**src/design/tcb_pkg.sv**
```systemverilog
// Register map, field positions, mode codes and reset values of the trace compare block.
package tcb_pkg;

  // ==========================================================================
  // Register offsets
  localparam int             REG_AW          = 5;
  localparam logic [4:0]     OFS_CTRL        = 5'h00;
  localparam logic [4:0]     OFS_CMP_FIRST   = 5'h01;
  localparam logic [4:0]     OFS_CMP_LAST    = 5'h09;
  localparam logic [4:0]     OFS_RWSEL       = 5'h0A;
  localparam logic [4:0]     OFS_TRIG        = 5'h0D;
  localparam logic [4:0]     OFS_STATUS      = 5'h0E;
  localparam logic [4:0]     OFS_COUNT       = 5'h0F;
  localparam logic [4:0]     OFS_FIFO_EXT    = 5'h10;
  localparam logic [4:0]     OFS_FIFO_HIGH   = 5'h11;
  localparam logic [4:0]     OFS_FIFO_LOW    = 5'h12;

  // ==========================================================================
  // Comparator register indices (extended, high, low for A, B and C)
  localparam int             CMP_NUM         = 9;
  localparam int             CMP_A_EXT       = 0;
  localparam int             CMP_A_HIGH      = 1;
  localparam int             CMP_A_LOW       = 2;
  localparam int             CMP_B_EXT       = 3;
  localparam int             CMP_B_HIGH      = 4;
  localparam int             CMP_B_LOW       = 5;
  localparam int             CMP_C_EXT       = 6;
  localparam int             CMP_C_HIGH      = 7;
  localparam int             CMP_C_LOW       = 8;
  localparam int             PAGE_SEL_BIT    = 7;

  // ==========================================================================
  // Field positions
  localparam int             CTRL_EN_BIT     = 7;
  localparam int             CTRL_ARM_BIT    = 6;
  localparam int             CTRL_TAG_BIT    = 5;
  localparam int             CTRL_BRK_BIT    = 4;
  localparam int             CTRL_LOOP_BIT   = 0;
  localparam logic [7:0]     CTRL_MASK       = 8'hF1;
  localparam logic [7:0]     CTRL_RUN_CLR    = 8'h50;
  localparam int             RW_A_EN_BIT     = 3;
  localparam int             RW_A_SEL_BIT    = 2;
  localparam int             RW_B_EN_BIT     = 1;
  localparam int             RW_B_SEL_BIT    = 0;
  localparam logic [7:0]     RW_MASK         = 8'h0F;
  localparam int             TRIG_QUAL_BIT   = 7;
  localparam int             TRIG_BEGIN_BIT  = 6;
  localparam logic [7:0]     TRIG_MASK       = 8'hCF;

  // ==========================================================================
  // Reset values
  localparam logic [7:0]     CTRL_RST        = 8'h00;
  localparam logic [7:0]     RW_RST          = 8'h00;
  localparam logic [7:0]     TRIG_RST        = 8'h40;
  localparam logic [7:0]     CMP_RST         = 8'h00;

  // ==========================================================================
  // Trigger mode codes
  localparam logic [3:0]     MODE_A_ONLY     = 4'h0;
  localparam logic [3:0]     MODE_A_OR_B     = 4'h1;
  localparam logic [3:0]     MODE_A_THEN_B   = 4'h2;
  localparam logic [3:0]     MODE_EV_B       = 4'h3;
  localparam logic [3:0]     MODE_A_THEN_EVB = 4'h4;
  localparam logic [3:0]     MODE_A_AND_B    = 4'h5;
  localparam logic [3:0]     MODE_A_NOT_B    = 4'h6;
  localparam logic [3:0]     MODE_INSIDE     = 4'h7;
  localparam logic [3:0]     MODE_OUTSIDE    = 4'h8;

  // ==========================================================================
  // Trace buffer
  localparam int             FIFO_DEPTH      = 8;
  localparam int             PTR_W           = 3;
  localparam int             WORD_W          = 18;
  localparam int             ADDR_W          = 17;
  localparam logic [3:0]     CNT_FULL        = 4'h8;

  typedef enum logic [1:0] {ST_IDLE, ST_ARMED, ST_FILL} tcb_state_e;

endpackage

```
**src/design/tcb_top.sv**
```systemverilog
// Trace valid count, comparators, loop suppression, trigger and breakpoint logic.
module tcb_top
  import tcb_pkg::*;
(
  input  wire logic                        ref_clk,
  input  wire logic                        arst_n,
  input  wire logic                        sysRst,
  input  wire logic [tcb_pkg::REG_AW-1:0]  regAddr,
  input  wire logic [7:0]                  regWrData,
  input  wire logic                        regWr,
  input  wire logic                        regRd,
  output logic      [7:0]                  regRdData,
  input  wire logic                        busValid,
  input  wire logic [tcb_pkg::ADDR_W-1:0]  busAddr,
  input  wire logic                        busRead,
  input  wire logic [7:0]                  busRdData,
  input  wire logic [7:0]                  busWrData,
  input  wire logic                        cofValid,
  input  wire logic [tcb_pkg::ADDR_W-1:0]  cofAddr,
  input  wire logic                        cofPaged,
  input  wire logic                        opExecValid,
  input  wire logic [tcb_pkg::ADDR_W-1:0]  opExecAddr,
  output logic                             forceBreak,
  output logic                             tagBreak
);
  import tcb_pkg::*;

  // ==========================================================================
  // State
  logic [7:0]         ctrlR;
  logic [7:0]         rwR;
  logic [7:0]         trigR;
  logic [7:0]         cmpR [CMP_NUM];
  logic [3:0]         cntR;
  logic [3:0]         cnt_nxt;
  logic               afR;
  logic               bfR;
  logic               cfR;
  logic               seenAR;
  logic [WORD_W-1:0]  fifoMem [FIFO_DEPTH];
  logic [PTR_W-1:0]   wrPtrR;
  logic [PTR_W-1:0]   wrPtr_nxt;
  logic [PTR_W-1:0]   rdPtrR;
  tcb_state_e         stateR;

  // ==========================================================================
  // Decoded controls
  logic               modEn;
  logic               armedRun;
  logic               armSet;
  logic               keepRun;
  logic [3:0]         mode;
  logic               eventOnly;
  logic               fullMode;
  logic               beginEff;
  logic               qualOn;
  logic               loopOn;
  logic [ADDR_W-1:0]  addrA;
  logic [ADDR_W-1:0]  addrB;
  logic [ADDR_W-1:0]  addrC;
  logic               fullWrSel;
  logic               rawA;
  logic               rawB;
  logic               rawC;
  logic               hitA;
  logic               hitB;
  logic               trig;
  logic               setA;
  logic               setB;
  logic               capWin;
  logic               capReq;
  logic               dupCof;
  logic               capWr;
  logic [WORD_W-1:0]  capWord;
  logic [7:0]         dataByte;
  logic               runDone;
  logic               brkReq;
  logic               fifoPop;

  assign modEn    = ctrlR[CTRL_EN_BIT];
  assign armedRun = modEn && ctrlR[CTRL_ARM_BIT];
  assign armSet   = regWr && regAddr == OFS_CTRL && regWrData[CTRL_EN_BIT]
                    && regWrData[CTRL_ARM_BIT] && !armedRun;
  assign keepRun  = modEn && ctrlR[CTRL_ARM_BIT] && !trigR[TRIG_BEGIN_BIT];
  assign mode      = trigR[3:0];
  assign eventOnly = mode == MODE_EV_B || mode == MODE_A_THEN_EVB;
  assign fullMode  = mode == MODE_A_AND_B || mode == MODE_A_NOT_B;
  assign beginEff  = trigR[TRIG_BEGIN_BIT] || eventOnly;
  assign qualOn    = trigR[TRIG_QUAL_BIT] && !eventOnly;
  assign loopOn    = ctrlR[CTRL_LOOP_BIT] && !eventOnly;

  assign addrA = {cmpR[CMP_A_EXT][0], cmpR[CMP_A_HIGH], cmpR[CMP_A_LOW]};
  assign addrB = {cmpR[CMP_B_EXT][0], cmpR[CMP_B_HIGH], cmpR[CMP_B_LOW]};
  assign addrC = {cmpR[CMP_C_EXT][0], cmpR[CMP_C_HIGH], cmpR[CMP_C_LOW]};

  // ==========================================================================
  // Comparators
  // full direction select
  assign fullWrSel = rwR[RW_A_EN_BIT] && !rwR[RW_A_SEL_BIT];

  always_comb
  begin
    rawA = busValid && busAddr == addrA;
    rawC = busValid && busAddr == addrC;
    if (fullMode)
    begin
      rawA = rawA && (fullWrSel ? !busRead : busRead);
      rawB = busValid && (fullWrSel ? (!busRead && busWrData == cmpR[CMP_B_LOW])
                                    : (busRead && busRdData == cmpR[CMP_B_LOW]));
    end
    else
    begin
      rawA = rawA && (!rwR[RW_A_EN_BIT] || rwR[RW_A_SEL_BIT] == busRead);
      rawB = busValid && busAddr == addrB
             && (!rwR[RW_B_EN_BIT] || rwR[RW_B_SEL_BIT] == busRead);
    end
  end

  // opcode qualification
  // The data half of a full mode has no opcode address, so B stays unqualified there.
  assign hitA = qualOn ? (opExecValid && opExecAddr == addrA) : rawA;
  assign hitB = (qualOn && !fullMode) ? (opExecValid && opExecAddr == addrB) : rawB;

  // ==========================================================================
  // Trigger decision
  always_comb
  begin
    trig = 1'b0;
    setA = 1'b0;
    setB = 1'b0;
    unique case (mode)
      MODE_A_ONLY:
      begin
        trig = hitA;
        setA = hitA;
      end
      MODE_A_OR_B:
      begin
        trig = hitA || hitB;
        setA = hitA;
        setB = hitB;
      end
      MODE_A_THEN_B, MODE_A_THEN_EVB:
      begin
        trig = seenAR && hitB;
        setA = hitA;
        setB = seenAR && hitB;
      end
      MODE_EV_B:
      begin
        trig = hitB;
        setB = hitB;
      end
      MODE_A_AND_B:
      begin
        trig = hitA && hitB;
        setA = trig;
        setB = trig;
      end
      MODE_A_NOT_B:
      begin
        trig = hitA && !hitB;
        setA = trig;
        setB = trig;
      end
      MODE_INSIDE:
      begin
        trig = busValid && busAddr >= addrA && busAddr <= addrB;
        setA = trig;
        setB = trig;
      end
      MODE_OUTSIDE:
      begin
        setA = busValid && busAddr < addrA;
        setB = busValid && busAddr > addrB;
        trig = setA || setB;
      end
      default:
      begin
        trig = 1'b0;
      end
    endcase
  end

  // ==========================================================================
  // Capture path
  assign dataByte = busRead ? busRdData : busWrData;
  assign capWord  = eventOnly ? {{(WORD_W-8){1'b0}}, dataByte} : {cofPaged, cofAddr};
  assign capWin   = armedRun && (!beginEff || stateR == ST_FILL || trig);
  assign capReq   = capWin && (eventOnly ? hitB : cofValid);
  assign dupCof   = loopOn && {cmpR[CMP_C_EXT][PAGE_SEL_BIT], addrC} == {cofPaged, cofAddr};
  assign capWr    = capReq && !dupCof;
  assign runDone  = armedRun && (beginEff ? (capWr && cntR == CNT_FULL - 4'h1) : trig);

  // ==========================================================================
  // Breakpoint requests
  // begin break at full
  assign brkReq = ctrlR[CTRL_BRK_BIT] && (runDone || (modEn && !loopOn && rawC));
  assign forceBreak = brkReq && !ctrlR[CTRL_TAG_BIT];
  assign tagBreak   = brkReq && ctrlR[CTRL_TAG_BIT];

  // ==========================================================================
  // Control, direction and trigger registers
  always_ff @(posedge ref_clk or negedge arst_n)
  begin
    if (!arst_n)
      ctrlR <= CTRL_RST;
    else if (sysRst)
      ctrlR <= keepRun ? (ctrlR & ~CTRL_RUN_CLR) : CTRL_RST;
    else if (regWr && regAddr == OFS_CTRL)
      ctrlR <= regWrData & CTRL_MASK;
    else if (runDone || !modEn)
      ctrlR[CTRL_ARM_BIT] <= 1'b0;
  end

  always_ff @(posedge ref_clk or negedge arst_n)
  begin
    if (!arst_n)
      rwR <= RW_RST;
    else if (sysRst && !keepRun)
      rwR <= RW_RST;
    else if (regWr && regAddr == OFS_RWSEL)
      rwR <= regWrData & RW_MASK;
  end

  // The trigger register is frozen while armed; the direction and comparator registers stay writable during a run.
  always_ff @(posedge ref_clk or negedge arst_n)
  begin
    if (!arst_n)
      trigR <= TRIG_RST;
    else if (sysRst && !keepRun)
      trigR <= TRIG_RST;
    else if (regWr && regAddr == OFS_TRIG && !ctrlR[CTRL_ARM_BIT])
      trigR <= regWrData & TRIG_MASK;
  end

  // ==========================================================================
  // Comparator value registers
  always_ff @(posedge ref_clk or negedge arst_n)
  begin
    if (!arst_n)
    begin
      for (int i = 0; i < CMP_NUM; i++)
        cmpR[i] <= CMP_RST;
    end
    else if (sysRst && !keepRun)
    begin
      for (int i = 0; i < CMP_NUM; i++)
        cmpR[i] <= CMP_RST;
    end
    else if (armSet && regWrData[CTRL_LOOP_BIT])
    begin
      cmpR[CMP_C_EXT]  <= CMP_RST;
      cmpR[CMP_C_HIGH] <= CMP_RST;
      cmpR[CMP_C_LOW]  <= CMP_RST;
    end
    else if (capWr && loopOn)
    begin
      cmpR[CMP_C_EXT]  <= {cofPaged, 6'h00, cofAddr[16]};
      cmpR[CMP_C_HIGH] <= cofAddr[15:8];
      cmpR[CMP_C_LOW]  <= cofAddr[7:0];
    end
    else if (regWr && regAddr >= OFS_CMP_FIRST && regAddr <= OFS_CMP_LAST)
      cmpR[4'(regAddr - OFS_CMP_FIRST)] <= regWrData;
  end

  // ==========================================================================
  // Valid count
  always_comb
  begin
    cnt_nxt = cntR;
    if (armSet)
      cnt_nxt = 4'h0;
    else if (capWr && cntR != CNT_FULL)
      cnt_nxt = cntR + 4'h1;
  end

  always_ff @(posedge ref_clk or negedge arst_n)
  begin
    if (!arst_n)
      cntR <= 4'h0;
    else if (sysRst)
      cntR <= keepRun ? cntR : 4'h0;
    else
      cntR <= cnt_nxt;
  end

  // ==========================================================================
  // Match flags and sequencing; the clear from arming wins over a new match.
  always_ff @(posedge ref_clk or negedge arst_n)
  begin
    if (!arst_n)
    begin
      afR <= 1'b0;
      bfR <= 1'b0;
      cfR <= 1'b0;
    end
    else if (sysRst && !keepRun)
    begin
      afR <= 1'b0;
      bfR <= 1'b0;
      cfR <= 1'b0;
    end
    else
    begin
      afR <= (afR && !armSet) || (armedRun && setA);
      bfR <= (bfR && !armSet) || (armedRun && setB);
      cfR <= (cfR && !armSet) || (armedRun && rawC);
    end
  end

  always_ff @(posedge ref_clk or negedge arst_n)
  begin
    if (!arst_n)
      seenAR <= 1'b0;
    else if (armSet || !armedRun)
      seenAR <= 1'b0;
    else if (hitA)
      seenAR <= 1'b1;
  end

  always_ff @(posedge ref_clk or negedge arst_n)
  begin
    if (!arst_n)
      stateR <= ST_IDLE;
    else
    begin
      unique case (stateR)
        ST_IDLE:  stateR <= armSet ? ST_ARMED : ST_IDLE;
        ST_ARMED:
        begin
          if (!armedRun || sysRst || runDone)
            stateR <= ST_IDLE;
          else if (beginEff && trig)
            stateR <= ST_FILL;
        end
        ST_FILL:  stateR <= (!armedRun || sysRst || runDone) ? ST_IDLE : ST_FILL;
      endcase
    end
  end

  // ==========================================================================
  // Trace buffer; an end-type run simply wraps, dropping the oldest word.
  assign wrPtr_nxt = armSet ? '0 : (capWr ? wrPtrR + 1'b1 : wrPtrR);
  assign fifoPop   = regRd && regAddr == OFS_FIFO_LOW;

  always_ff @(posedge ref_clk)
  begin
    if (capWr)
      fifoMem[wrPtrR] <= capWord;
  end

  always_ff @(posedge ref_clk or negedge arst_n)
  begin
    if (!arst_n)
      wrPtrR <= '0;
    else
      wrPtrR <= wrPtr_nxt;
  end

  // Read-out starts at the oldest valid word once runDone ends a run; the count is never touched by it.
  always_ff @(posedge ref_clk or negedge arst_n)
  begin
    if (!arst_n)
      rdPtrR <= '0;
    else if (runDone)
      rdPtrR <= (cnt_nxt == CNT_FULL) ? wrPtr_nxt : '0;
    else if (fifoPop)
      rdPtrR <= rdPtrR + 1'b1;
  end

  // ==========================================================================
  // Register read port
  always_ff @(posedge ref_clk or negedge arst_n)
  begin
    if (!arst_n)
      regRdData <= 8'h00;
    else if (regRd)
    begin
      if (regAddr >= OFS_CMP_FIRST && regAddr <= OFS_CMP_LAST)
        regRdData <= cmpR[4'(regAddr - OFS_CMP_FIRST)];
      else
      begin
        unique case (regAddr)
          OFS_CTRL:      regRdData <= ctrlR;
          OFS_RWSEL:     regRdData <= rwR;
          OFS_TRIG:      regRdData <= trigR;
          OFS_STATUS:    regRdData <= {afR, bfR, cfR, 4'h0, armedRun};
          OFS_COUNT:     regRdData <= {4'h0, cntR};
          OFS_FIFO_EXT:  regRdData <= {fifoMem[rdPtrR][17], 6'h00, fifoMem[rdPtrR][16]};
          OFS_FIFO_HIGH: regRdData <= fifoMem[rdPtrR][15:8];
          OFS_FIFO_LOW:  regRdData <= fifoMem[rdPtrR][7:0];
          default:       regRdData <= 8'h00;
        endcase
      end
    end
  end

  // ==========================================================================
  // Checks
  a_count_bound: assert property (@(posedge ref_clk) disable iff (!arst_n)
    cntR <= CNT_FULL) else $error("Valid count above eight.");

  a_count_step: assert property (@(posedge ref_clk) disable iff (!arst_n)
    capWr && !sysRst && cntR < CNT_FULL |=> cntR == $past(cntR) + 4'h1)
    else $error("Count did not advance on capture.");

  a_count_arm: assert property (@(posedge ref_clk) disable iff (!arst_n)
    armSet && !sysRst |=> cntR == 4'h0) else $error("Arming left count nonzero.");

  a_count_pop: assert property (@(posedge ref_clk) disable iff (!arst_n)
    fifoPop && !capWr && !armSet && !sysRst |=> $stable(cntR))
    else $error("Read-out changed the count.");

  a_count_upper: assert property (@(posedge ref_clk) disable iff (!arst_n)
    regRd && regAddr == OFS_COUNT |=> regRdData[7:4] == 4'h0 && regRdData[3:0] == $past(cntR))
    else $error("Count register read wrong.");

  a_endrun_keep: assert property (@(posedge ref_clk) disable iff (!arst_n)
    sysRst && keepRun |=> $stable(cntR) && !ctrlR[CTRL_ARM_BIT])
    else $error("End-run reset lost the count.");

  a_disabled_idle: assert property (@(posedge ref_clk) disable iff (!arst_n)
    !modEn |-> !capWr && !runDone) else $error("Capture while disabled.");

  a_loop_discard: assert property (@(posedge ref_clk) disable iff (!arst_n)
    capReq && dupCof |-> !capWr ##1 (cntR == $past(cntR) || $past(armSet || sysRst)))
    else $error("Duplicate change-of-flow stored.");

  a_loop_loadc: assert property (@(posedge ref_clk) disable iff (!arst_n)
    capWr && loopOn && !sysRst |=> cmpR[CMP_C_EXT][PAGE_SEL_BIT] == $past(cofPaged)
    && addrC == $past(cofAddr)) else $error("Comparator C not loaded.");

  a_loop_nobrk: assert property (@(posedge ref_clk) disable iff (!arst_n)
    loopOn && rawC && !runDone |-> !forceBreak && !tagBreak)
    else $error("Comparator C broke in loop mode.");

  a_begin_full: assert property (@(posedge ref_clk) disable iff (!arst_n)
    (forceBreak || tagBreak) && beginEff && !rawC |-> cnt_nxt == CNT_FULL)
    else $error("Begin break before buffer full.");

  a_end_break: assert property (@(posedge ref_clk) disable iff (!arst_n)
    armedRun && !beginEff && trig && ctrlR[CTRL_BRK_BIT] |-> forceBreak || tagBreak)
    else $error("End trigger without break.");

  a_brk_off: assert property (@(posedge ref_clk) disable iff (!arst_n)
    !ctrlR[CTRL_BRK_BIT] |-> !forceBreak && !tagBreak)
    else $error("Break raised while disabled.");

endmodule

```
**config.mk**
```make
export PLATFORM = sky130hd
export DESIGN_NAME = tcb_top
export DESIGN_NICKNAME = d
export VERILOG_FILES = /design/src/design/tcb_pkg.sv /design/src/design/tcb_top.sv
export SDC_FILE = /design/constraint.sdc
export NUM_CORES = 1
export LEC_CHECK = 0
export ABC_AREA = 1
export BUFFER_PORTS_ARGS = -buffer_cell sky130_fd_sc_hd__clkbuf_2
export CELL_PAD_IN_SITES_DETAIL_PLACEMENT = 0
export CELL_PAD_IN_SITES_GLOBAL_PLACEMENT = 1
export CORE_MARGIN = 2
export CORE_UTILIZATION = 47
export DETAILED_ROUTE_END_ITERATION = 10
export PLACE_DENSITY = 0.82
export SLEW_MARGIN = 25
export SYNTH_ARGS = -nofsm -noshare
export SYNTH_HDL_FRONTEND = slang
export SYNTH_SLANG_ARGS = --single-unit
```
**constraint.sdc**
```tcl
create_clock -name ref_clk -period 4.6 [get_ports ref_clk]
set_input_delay 0.23 -clock ref_clk [delete_from_list [all_inputs] [get_ports ref_clk]]
set_output_delay 0.23 -clock ref_clk [all_outputs]
set_load 0.02 [all_outputs]
```
==> results.cfg, run 1 <==
[timing]
period_share = 0.885
drv_slew = 0
setup_viol = 0
period_needed_ns = 4.07
skew_ns = 0.0388
max_freq_mhz = 246
slew_headroom = 0.363
rsz0062_at_grt = false
setup-tns-final_ns = 0
finalHoldViolations = 0
tightest_slew_ns = 0.951

[global_route]
grt_overflow_total = 0
grt_use_total = 0.312
grt_pass1_vias = 12700
grt_max_degree = 52
antenna_found_initial = 0
grt_first_pass_wirelength_mm = 76.9

[drt]
ant_nets = 0
drt_iter0_drc = 1250
routed_wl_mm = 51.2
drc = 0
post_drt_wl_per_cell_um = 23.2
firstDrtPassIters = 5
vias_per_cell = 5.86
num_vias = 13000

[synthesis]
ys_async_sr_fraction = 0.435
ys_seq_elements = 255
synth_area_per_cell_um2 = 8.60
synth.most_common_cell = nand2_1
ys.warnings.count = 0
synthFlopType = edfxtp_1
yosysSeqAreaShare = 0.487
synthCells = 1695
synth_common_cells = nand2_1, nor2_1, inv_1
syn_area_um2 = 14600
synth-edff-count = 144
synth_cell_type_count = 53
synth_area_leaders = edfxtp_1, dfrtp_1, nand2_1
yosysTopAreaCell = edfxtp_1
syn-num-nets = 1830
synth_top_area_frac = 0.297

[clock_network]
path_clk_slew_ns = 0.07
post_cts_buffers = 0
clockRootBuffer = clkbuf_16
cts.htree.levels = 1
cts_tree = yes
insertion_delay_ns = 0.58
cts_inserted_buffers = 28
cts_sinks = 255
clk_path_buf_depth = 3

[finish]
final_util = 0.541
layout.nets = 1928
diodes = 0
multiInputGateArea_um2 = 6450
fillers = 2880
fin_cells = 2210
syn_to_final_growth_pct = 13.5
seqCellArea_um2 = 7110
drive_above_1_share = 0.132

[min_path]
hold_path_class = primary input to flip-flop

[floorplan]
dieWidth_um = 180
die-area_um2 = 32400
row_count = 64
die_y_um = 180
initial_core_util = 0.477
core_um2 = 30600
pin_count = 100

[setup_path]
cp_slowest_cell = nor3_1
crit_required_ns = 4.37
end_kind = output port
crit_fanout = 9
critPathLaunchType = flip-flop
crit_arrival_ns = 3.84
critPathKind = flip-flop to output port
slowest_delay_ns = 0.45
crit_chain = inv_1 -> ha_1 -> nand2_1 -> nor3_1 -> nand3_1 -> nor2_1 -> nand3_1 -> a21oi_1 -> nor2_2 -> nand3_4 -> nand2_4 -> inv_6 -> nand3_1 -> nand2_1 -> nand2_2 -> inv_1 -> o21ai_1 -> nor2_1 -> clkbuf_2
crit_path_frequent_cell = nand3_1

[pwr]
power.leakage_nw = 7.06
ir_worst_vdd_v = 0.000301
power_density_nw_per_um2 = 364

[outcome]
status = completed

[placement]
dp_hpwl_mm = 39.5
dp.cells = 2157
gp_congestion = 0.975
numPortBuffers = 99

[run]
max_cap_viol_count = 0
-- final cells by class --
type | count | area share
inverter | 211 | 0.0486
sequential | 255 | 0.430
clock buffer | 29 | 0.0426
multi-input combinational | 1176 | 0.390
tap | 396 | 0.0300
clock inverter | 22 | 0.0190
timing repair buffer | 121 | 0.0404
-- layer usage --
layer / vias up / GRT usage / wire length (um)
met5: - / 0 / 0
met3: 167 / 0.0390 / 3080
met2: 545 / 0.530 / 24700
met1: 6199 / 0.380 / 19900
li1: 6046 / - / -
met4: 0 / 0.187 / 3510
-- report_power, final --
group / internal [mW] / leakage [nW] / switching (mW)
sequential: 2.48 / 2.80 / 0.0681
clock: 1.47 / 0.491 / 1.01
combinational: 0.309 / 3.77 / 0.689
-- critical path, delay by kind of cell, from the launching register on --
family,cells,cell delay (ns)
buf+inv,4,0.42
simple gates,12,1.75
compound gates,2,0.30
fa+ha+maj,1,0.35
flops,1,0.42
-- layout by cell type (no fill, tap or decap), types with 9 or more instances in the layout --
| master | count |
|---|---|
| xor2_1 | 12 |
| nor2_1 | 219 |
| inv_2 | 14 |
| clkbuf_2 | 98 |
| nor2_2 | 10 |
| ha_1 | 45 |
| nand3_1 | 84 |
| nand2_2 | 14 |
| o22ai_1 | 63 |
| mux2i_1 | 27 |
| xnor2_1 | 19 |
| nand2_1 | 289 |
| o211ai_1 | 14 |
| o21ai_1 | 28 |
| o21ai_0 | 116 |
| clkbuf_16 | 28 |
| a31oi_1 | 19 |
| o32ai_1 | 10 |
| nand4_1 | 29 |
| dfrtp_1 | 108 |
| nor3_1 | 9 |
| edfxtp_1 | 144 |
| o221ai_1 | 27 |
| inv_1 | 191 |
| buf_4 | 21 |
| a21oi_1 | 83 |
-- sequential cells by signal, summed over array words and instances (netlist names), 2 cells and up --
register	count
fifoMem	144
cmpR	21
addrA	17
addrB	17
addrC	17
regRdData	8
trigR	6
ctrlR	5
cntR	4
rwR	4
rdPtrR	3
wrPtrR	3
stateR	2
-- path summary, 6_finish.rpt --
check	from	to	slack, ns	cells past startpoint
worst min register to register	regRdData[4]$_DFFE_PN0P_	regRdData[4]$_DFFE_PN0P_	0.49	2
worst min-delay path	regWrData[3]	addrC[11]$_DFFE_PN0P_	0.06	3
max in group asynchronous	arst_n	bfR$_DFF_PN0_	3.26	3
min in group asynchronous	arst_n	addrC[5]$_DFFE_PN0P_	0.21	2
worst max register to register	addrA[16]$_DFFE_PN0P_	fifoMem[5][5]$_DFFE_PP_	1.00	15
worst max-delay path	addrA[16]$_DFFE_PN0P_	forceBreak	0.53	19
-- stage by stage --
step / hold slack (ns) / power, mW / area, um2 / setup slack [ns]
floorplan: -0.0656 / 3.20 / 14600 / 0.935
global placement: 0.267 / 3.56 / 15500 / 1.12
detailed placement: 0.265 / 3.58 / 15500 / 1.09
CTS: 0.0388 / 6.02 / 16500 / 0.562
global route: 0.0713 / 6.25 / 16500 / 0.328
finish: 0.0589 / 6.02 / 16500 / 0.529
-- logic make-up (layout without fill, tap and decap cells) --
family	count (synthesis)	after routing	share of synthesized area
adders and majority gates	45	45	0.0386
AOI/OAI and AO/OA	383	383	0.155
DFF	255	255	0.487
xor gates and xnor gates	31	31	0.0186
muxes	27	27	0.0185
buffers and inverters	264	383	0.0724
and+or+nand+nor	690	690	0.209
-- repair_timing --
action / in CTS / in global routing
endpoints found under the hold margin: 40 / 0
hold buffers: 2 / 0
resized for setup: 0 / 0
No activity file was read; power rests on OpenSTA's default activity.
==> inputs of run 2 (changes only) <==
CORE_ASPECT_RATIO = 1.1   (was not set)
==> results.cfg, run 2 (synthesis gave the netlist of run 1 again) <==
[outcome]
status = completed

[timing]
setup-tns-final_ns = 0
rsz0062_at_grt = false
setup_viol = 0
hold_slack_ns = 0.0396
period_needed_ns = 3.96
slew_headroom = 0.283
period_share = 0.861
post-route-worst-setup-slack_ns = 0.639
finalHoldViolations = 0
skew_ns = 0.0198
drv_slew = 0
tightest_slew_ns = 1.06
max_freq_mhz = 252

[finish]
mostFrequentLayoutCell = nand2_1
regMostFlops = fifoMem
most-common-layout-cells = nand2_1, nor2_1, inv_1
fin_cells = 2233
layout.nets = 1932
fillers = 2908
fin_area_um2 = 16600
largest_register_ffs = 144
reg_top3 = fifoMem (144), cmpR (21)
drive_above_1_share = 0.132
diodes = 0
syn_to_final_growth_pct = 13.6

[drt]
ant_nets = 0
firstDrtPassIters = 5
vias_per_cell = 5.85
drt_iter0_drc = 1311
num_vias = 13100
routed_wl_mm = 52.8
drc = 0
post_drt_wl_per_cell_um = 23.6

[min_path]
hold_path_class = primary input to flip-flop
worstHoldPathCells = 3

[placement]
dp.cells = 2179
dp_hpwl_mm = 40.8
dp_slack_ns = 1.21
numPortBuffers = 99
gp_congestion = 1.04
postPlaceCellArea_um2 = 15600

[run]
max_cap_viol_count = 0

[pwr]
ir_worst_vdd_v = 0.000289
power_density_nw_per_um2 = 361
power.leakage_nw = 7.06

[setup_path]
rr_worst_depth = 19
critPathLaunchType = flip-flop
critPathKind = flip-flop to output port
crit_fanout = 9
crit_required_ns = 4.37
end_kind = output port
crit_arrival_ns = 3.73

[clock_network]
cts_sinks = 255
clockRootBuffer = clkbuf_16
cts_inserted_buffers = 28
cts.htree.levels = 1
clk_path_buf_depth = 3
cts_tree = yes
post_cts_buffers = 0
path_clk_slew_ns = 0.07
insertion_delay_ns = 0.56

[floorplan]
row_count = 67
core_um2 = 30500
die_y_um = 189
dieWidth_um = 172
initial_core_util = 0.478
die-area_um2 = 32400
pin_count = 100

[global_route]
antenna_found_initial = 0
grt_use_total = 0.328
grt_pass1_vias = 12900
grt_overflow_total = 0
grt_max_degree = 49
grt_first_pass_wirelength_mm = 78.4
## run 2: power by group
part	internal [mW]	switching (mW)
clock network	1.46	0.951
logic	0.309	0.709
registers	2.48	0.0792
## run 2: worst max-delay path: stages, from the launching register on
cell	delay, ns
dfrtp_1	0.43
inv_1	0.18
ha_1	0.34
nand2_1	0.07
nor2_1	0.24
nand3_1	0.11
nor2_1	0.16
nand4_1	0.09
nand2_1	0.08
nand2_1	0.05
nand2_1	0.07
nand2_1	0.08
nand2_1	0.09
nor2_2	0.06
nand3_4	0.12
nand2_4	0.09
inv_6	0.09
nand3_1	0.11
nand2_1	0.13
nand2_2	0.13
inv_1	0.09
o21ai_1	0.07
nor2_1	0.11
clkbuf_2	0.17
## run 2: path summary, 6_finish.rpt
check	start	slack, ns	end
worst min-delay path	regWrData[0]	0.04	ctrlR[0]$_DFFE_PN0P_
worst max-delay path	addrB[8]$_DFFE_PN0P_	0.64	tagBreak
max in group asynchronous	arst_n	3.40	addrC[8]$_DFFE_PN0P_
worst max register to register	addrB[8]$_DFFE_PN0P_	1.15	fifoMem[0][16]$_DFFE_PP_
worst min register to register	regRdData[4]$_DFFE_PN0P_	0.48	regRdData[4]$_DFFE_PN0P_
min in group asynchronous	arst_n	0.16	addrB[11]$_DFFE_PN0P_
## run 2: metal layers
metal / track usage / wire length (um)
met3: 0.0405 / 3100
met1: 0.400 / 20300
met4: 0.198 / 3730
met2: 0.553 / 25600
met5: 0 / 0
## run 2: final cells by class
class | count | area, um2 | share of cell area
Multi-Input combinational cell | 1176 | 6450 | 0.389
Tap cell | 414 | 518 | 0.0313
Clock buffer | 34 | 723 | 0.0437
Inverter | 211 | 805 | 0.0486
Clock inverter | 18 | 260 | 0.0157
Timing Repair Buffer | 125 | 698 | 0.0422
Sequential cell | 255 | 7110 | 0.429
## run 2: per-stage QoR
stage          total power, mW   util
2_1_floorplan             3.20      -
3_3_place_gp              3.60  0.510
3_5_place_dp              3.60  0.510
4_1_cts                   5.98  0.543
5_1_grt                   6.17  0.543
6_report                  5.98  0.543
## run 2: repair_timing
action                                 CTS  global route
resized for setup                        0             0
endpoints found under the hold margin   31             0
hold buffers                             2             0
==> inputs of run 3 (changes only) <==
clock period = 4.3 ns   (was 4.6 ns; I/O delays follow)
==> results.cfg, run 3 (synthesis gave the netlist of run 1 again) <==
[outcome]
status = completed

[setup_path]
slowest_delay_ns = 0.42
critPathLaunchType = flip-flop
crit_fanout = 9
crit_path_frequent_cell = nand2_1
crit_chain = inv_1 -> ha_1 -> nand2_1 -> nor2_1 -> nand3_1 -> nor2_1 -> nand4_1 -> nand2_1 -> nand2_1 -> nand2_1 -> nand3_1 -> nand2_2 -> nor2_4 -> nand3_4 -> nand2_4 -> inv_6 -> nand3_1 -> nand2_1 -> nand2_2 -> inv_1 -> o21ai_1 -> nor2_1 -> clkbuf_2
end_kind = output port
cp_slowest_cell = dfrtp_1
critPathKind = flip-flop to output port
crit_arrival_ns = 3.61
crit_required_ns = 4.09

[run]
max_cap_viol_count = 0

[timing]
rsz0062_at_grt = false
finalHoldViolations = 0
period_share = 0.890
tightest_slew_ns = 1.08
max_freq_mhz = 261
skew_ns = 0.0175
setup-tns-final_ns = 0
drv_slew = 0
period_needed_ns = 3.83
slew_headroom = 0.278
setup_viol = 0

[global_route]
grt_overflow_total = 0
antenna_found_initial = 0
grt_max_degree = 75
grt_pass1_vias = 12900
grt_first_pass_wirelength_mm = 78.2
grt_use_total = 0.326

[finish]
regMostFlops = fifoMem
largest_register_ffs = 144
multiInputGateArea_um2 = 6450
diodes = 0
syn_to_final_growth_pct = 13.9
drive_above_1_share = 0.136
most-common-layout-cells = nand2_1, nor2_1, inv_1
seqCellArea_um2 = 7110
fillers = 2930
reg_top3 = fifoMem (144), cmpR (21)
final_util = 0.544
fin_cells = 2235
layout.nets = 1934
mostFrequentLayoutCell = nand2_1

[pwr]
power_density_nw_per_um2 = 386
ir_worst_vdd_v = 0.000282
power.leakage_nw = 7.08

[clock_network]
cts_sinks = 255
clk_path_buf_depth = 3
clockRootBuffer = clkbuf_16
cts_tree = yes
cts.htree.levels = 1
path_clk_slew_ns = 0.07
post_cts_buffers = 0
insertion_delay_ns = 0.56
cts_resized = 0
holdBufCountCts = 2
cts_inserted_buffers = 28

[placement]
numPortBuffers = 99
gp_congestion = 1.06
dp.cells = 2181
dp_hpwl_mm = 40.1

[drt]
ant_nets = 0
num_vias = 13000
drc = 0
vias_per_cell = 5.84
firstDrtPassIters = 5
drt_iter0_drc = 1230
routed_wl_mm = 52.7
post_drt_wl_per_cell_um = 23.6

[floorplan]
initial_core_util = 0.478
row_count = 67
pin_count = 100
die_y_um = 189
core_um2 = 30500
dieWidth_um = 172
die-area_um2 = 32400

[min_path]
hold_path_class = primary input to flip-flop
## run 3: final cells by class
class | instances | area share
repair buffers | 127 | 0.0437
flip-flops and latches | 255 | 0.428
well taps | 414 | 0.0312
inverters | 211 | 0.0485
clock inverters | 23 | 0.0175
multi-input cells | 1176 | 0.389
clock buffers | 29 | 0.0424
## run 3: per-stage QoR
step	total power [mW]	hold slack, ns	cell area (um2)	worst slack [ns]
finish	6.41	0.0259	16600	0.472
global route	6.62	0.0199	16600	0.182
CTS	6.42	0.00497	16600	0.465
detailed placement	3.85	0.190	15600	1.01
global placement	3.84	0.191	15600	1.05
floorplan	3.42	-0.0806	14600	0.635
## run 3: where the power goes
group,total (mW),switching (mW),internal [mW]
clock network,2.59,1.07,1.52
logic,1.11,0.770,0.335
registers,2.72,0.0691,2.65
## run 3: path summary, 6_finish.rpt
| check | startpoint | slack [ns] | cells past startpoint | to |
|---|---|---|---|---|
| max in group asynchronous | arst_n | 2.99 | 3 | rdPtrR[1]$_DFFE_PN0P_ |
| setup reg to reg | addrB[16]$_DFFE_PN0P_ | 0.95 | 20 | addrA[15]$_DFFE_PN0P_ |
| setup / recovery | addrB[8]$_DFFE_PN0P_ | 0.47 | 23 | tagBreak |
| hold / removal | regWrData[4] | 0.03 | 3 | ctrlR[4]$_DFFE_PN0P_ |
| min in group asynchronous | arst_n | 0.14 | 2 | cmpR[66]$_DFFE_PN0P_ |
| hold reg to reg | regRdData[4]$_DFFE_PN0P_ | 0.48 | 2 | regRdData[4]$_DFFE_PN0P_ |
## run 3: routing by layer
| layer | GRT usage | routed length (um) | share of wire |
|---|---|---|---|
| met4 | 0.207 | 3810 | 0.072 |
| met1 | 0.390 | 19900 | 0.38 |
| met3 | 0.0443 | 3590 | 0.068 |
| met5 | 0 | 0 | 0 |
| met2 | 0.551 | 25400 | 0.48 |
## run 3: worst max-delay path: cells and delay by family (launching register included)
kind | cells | cell delay, ns
and+or+nand+nor | 17 | 1.70
buffers and inverters | 4 | 0.50
DFF | 1 | 0.42
adders and majority gates | 1 | 0.32
AOI/OAI and AO/OA | 1 | 0.08
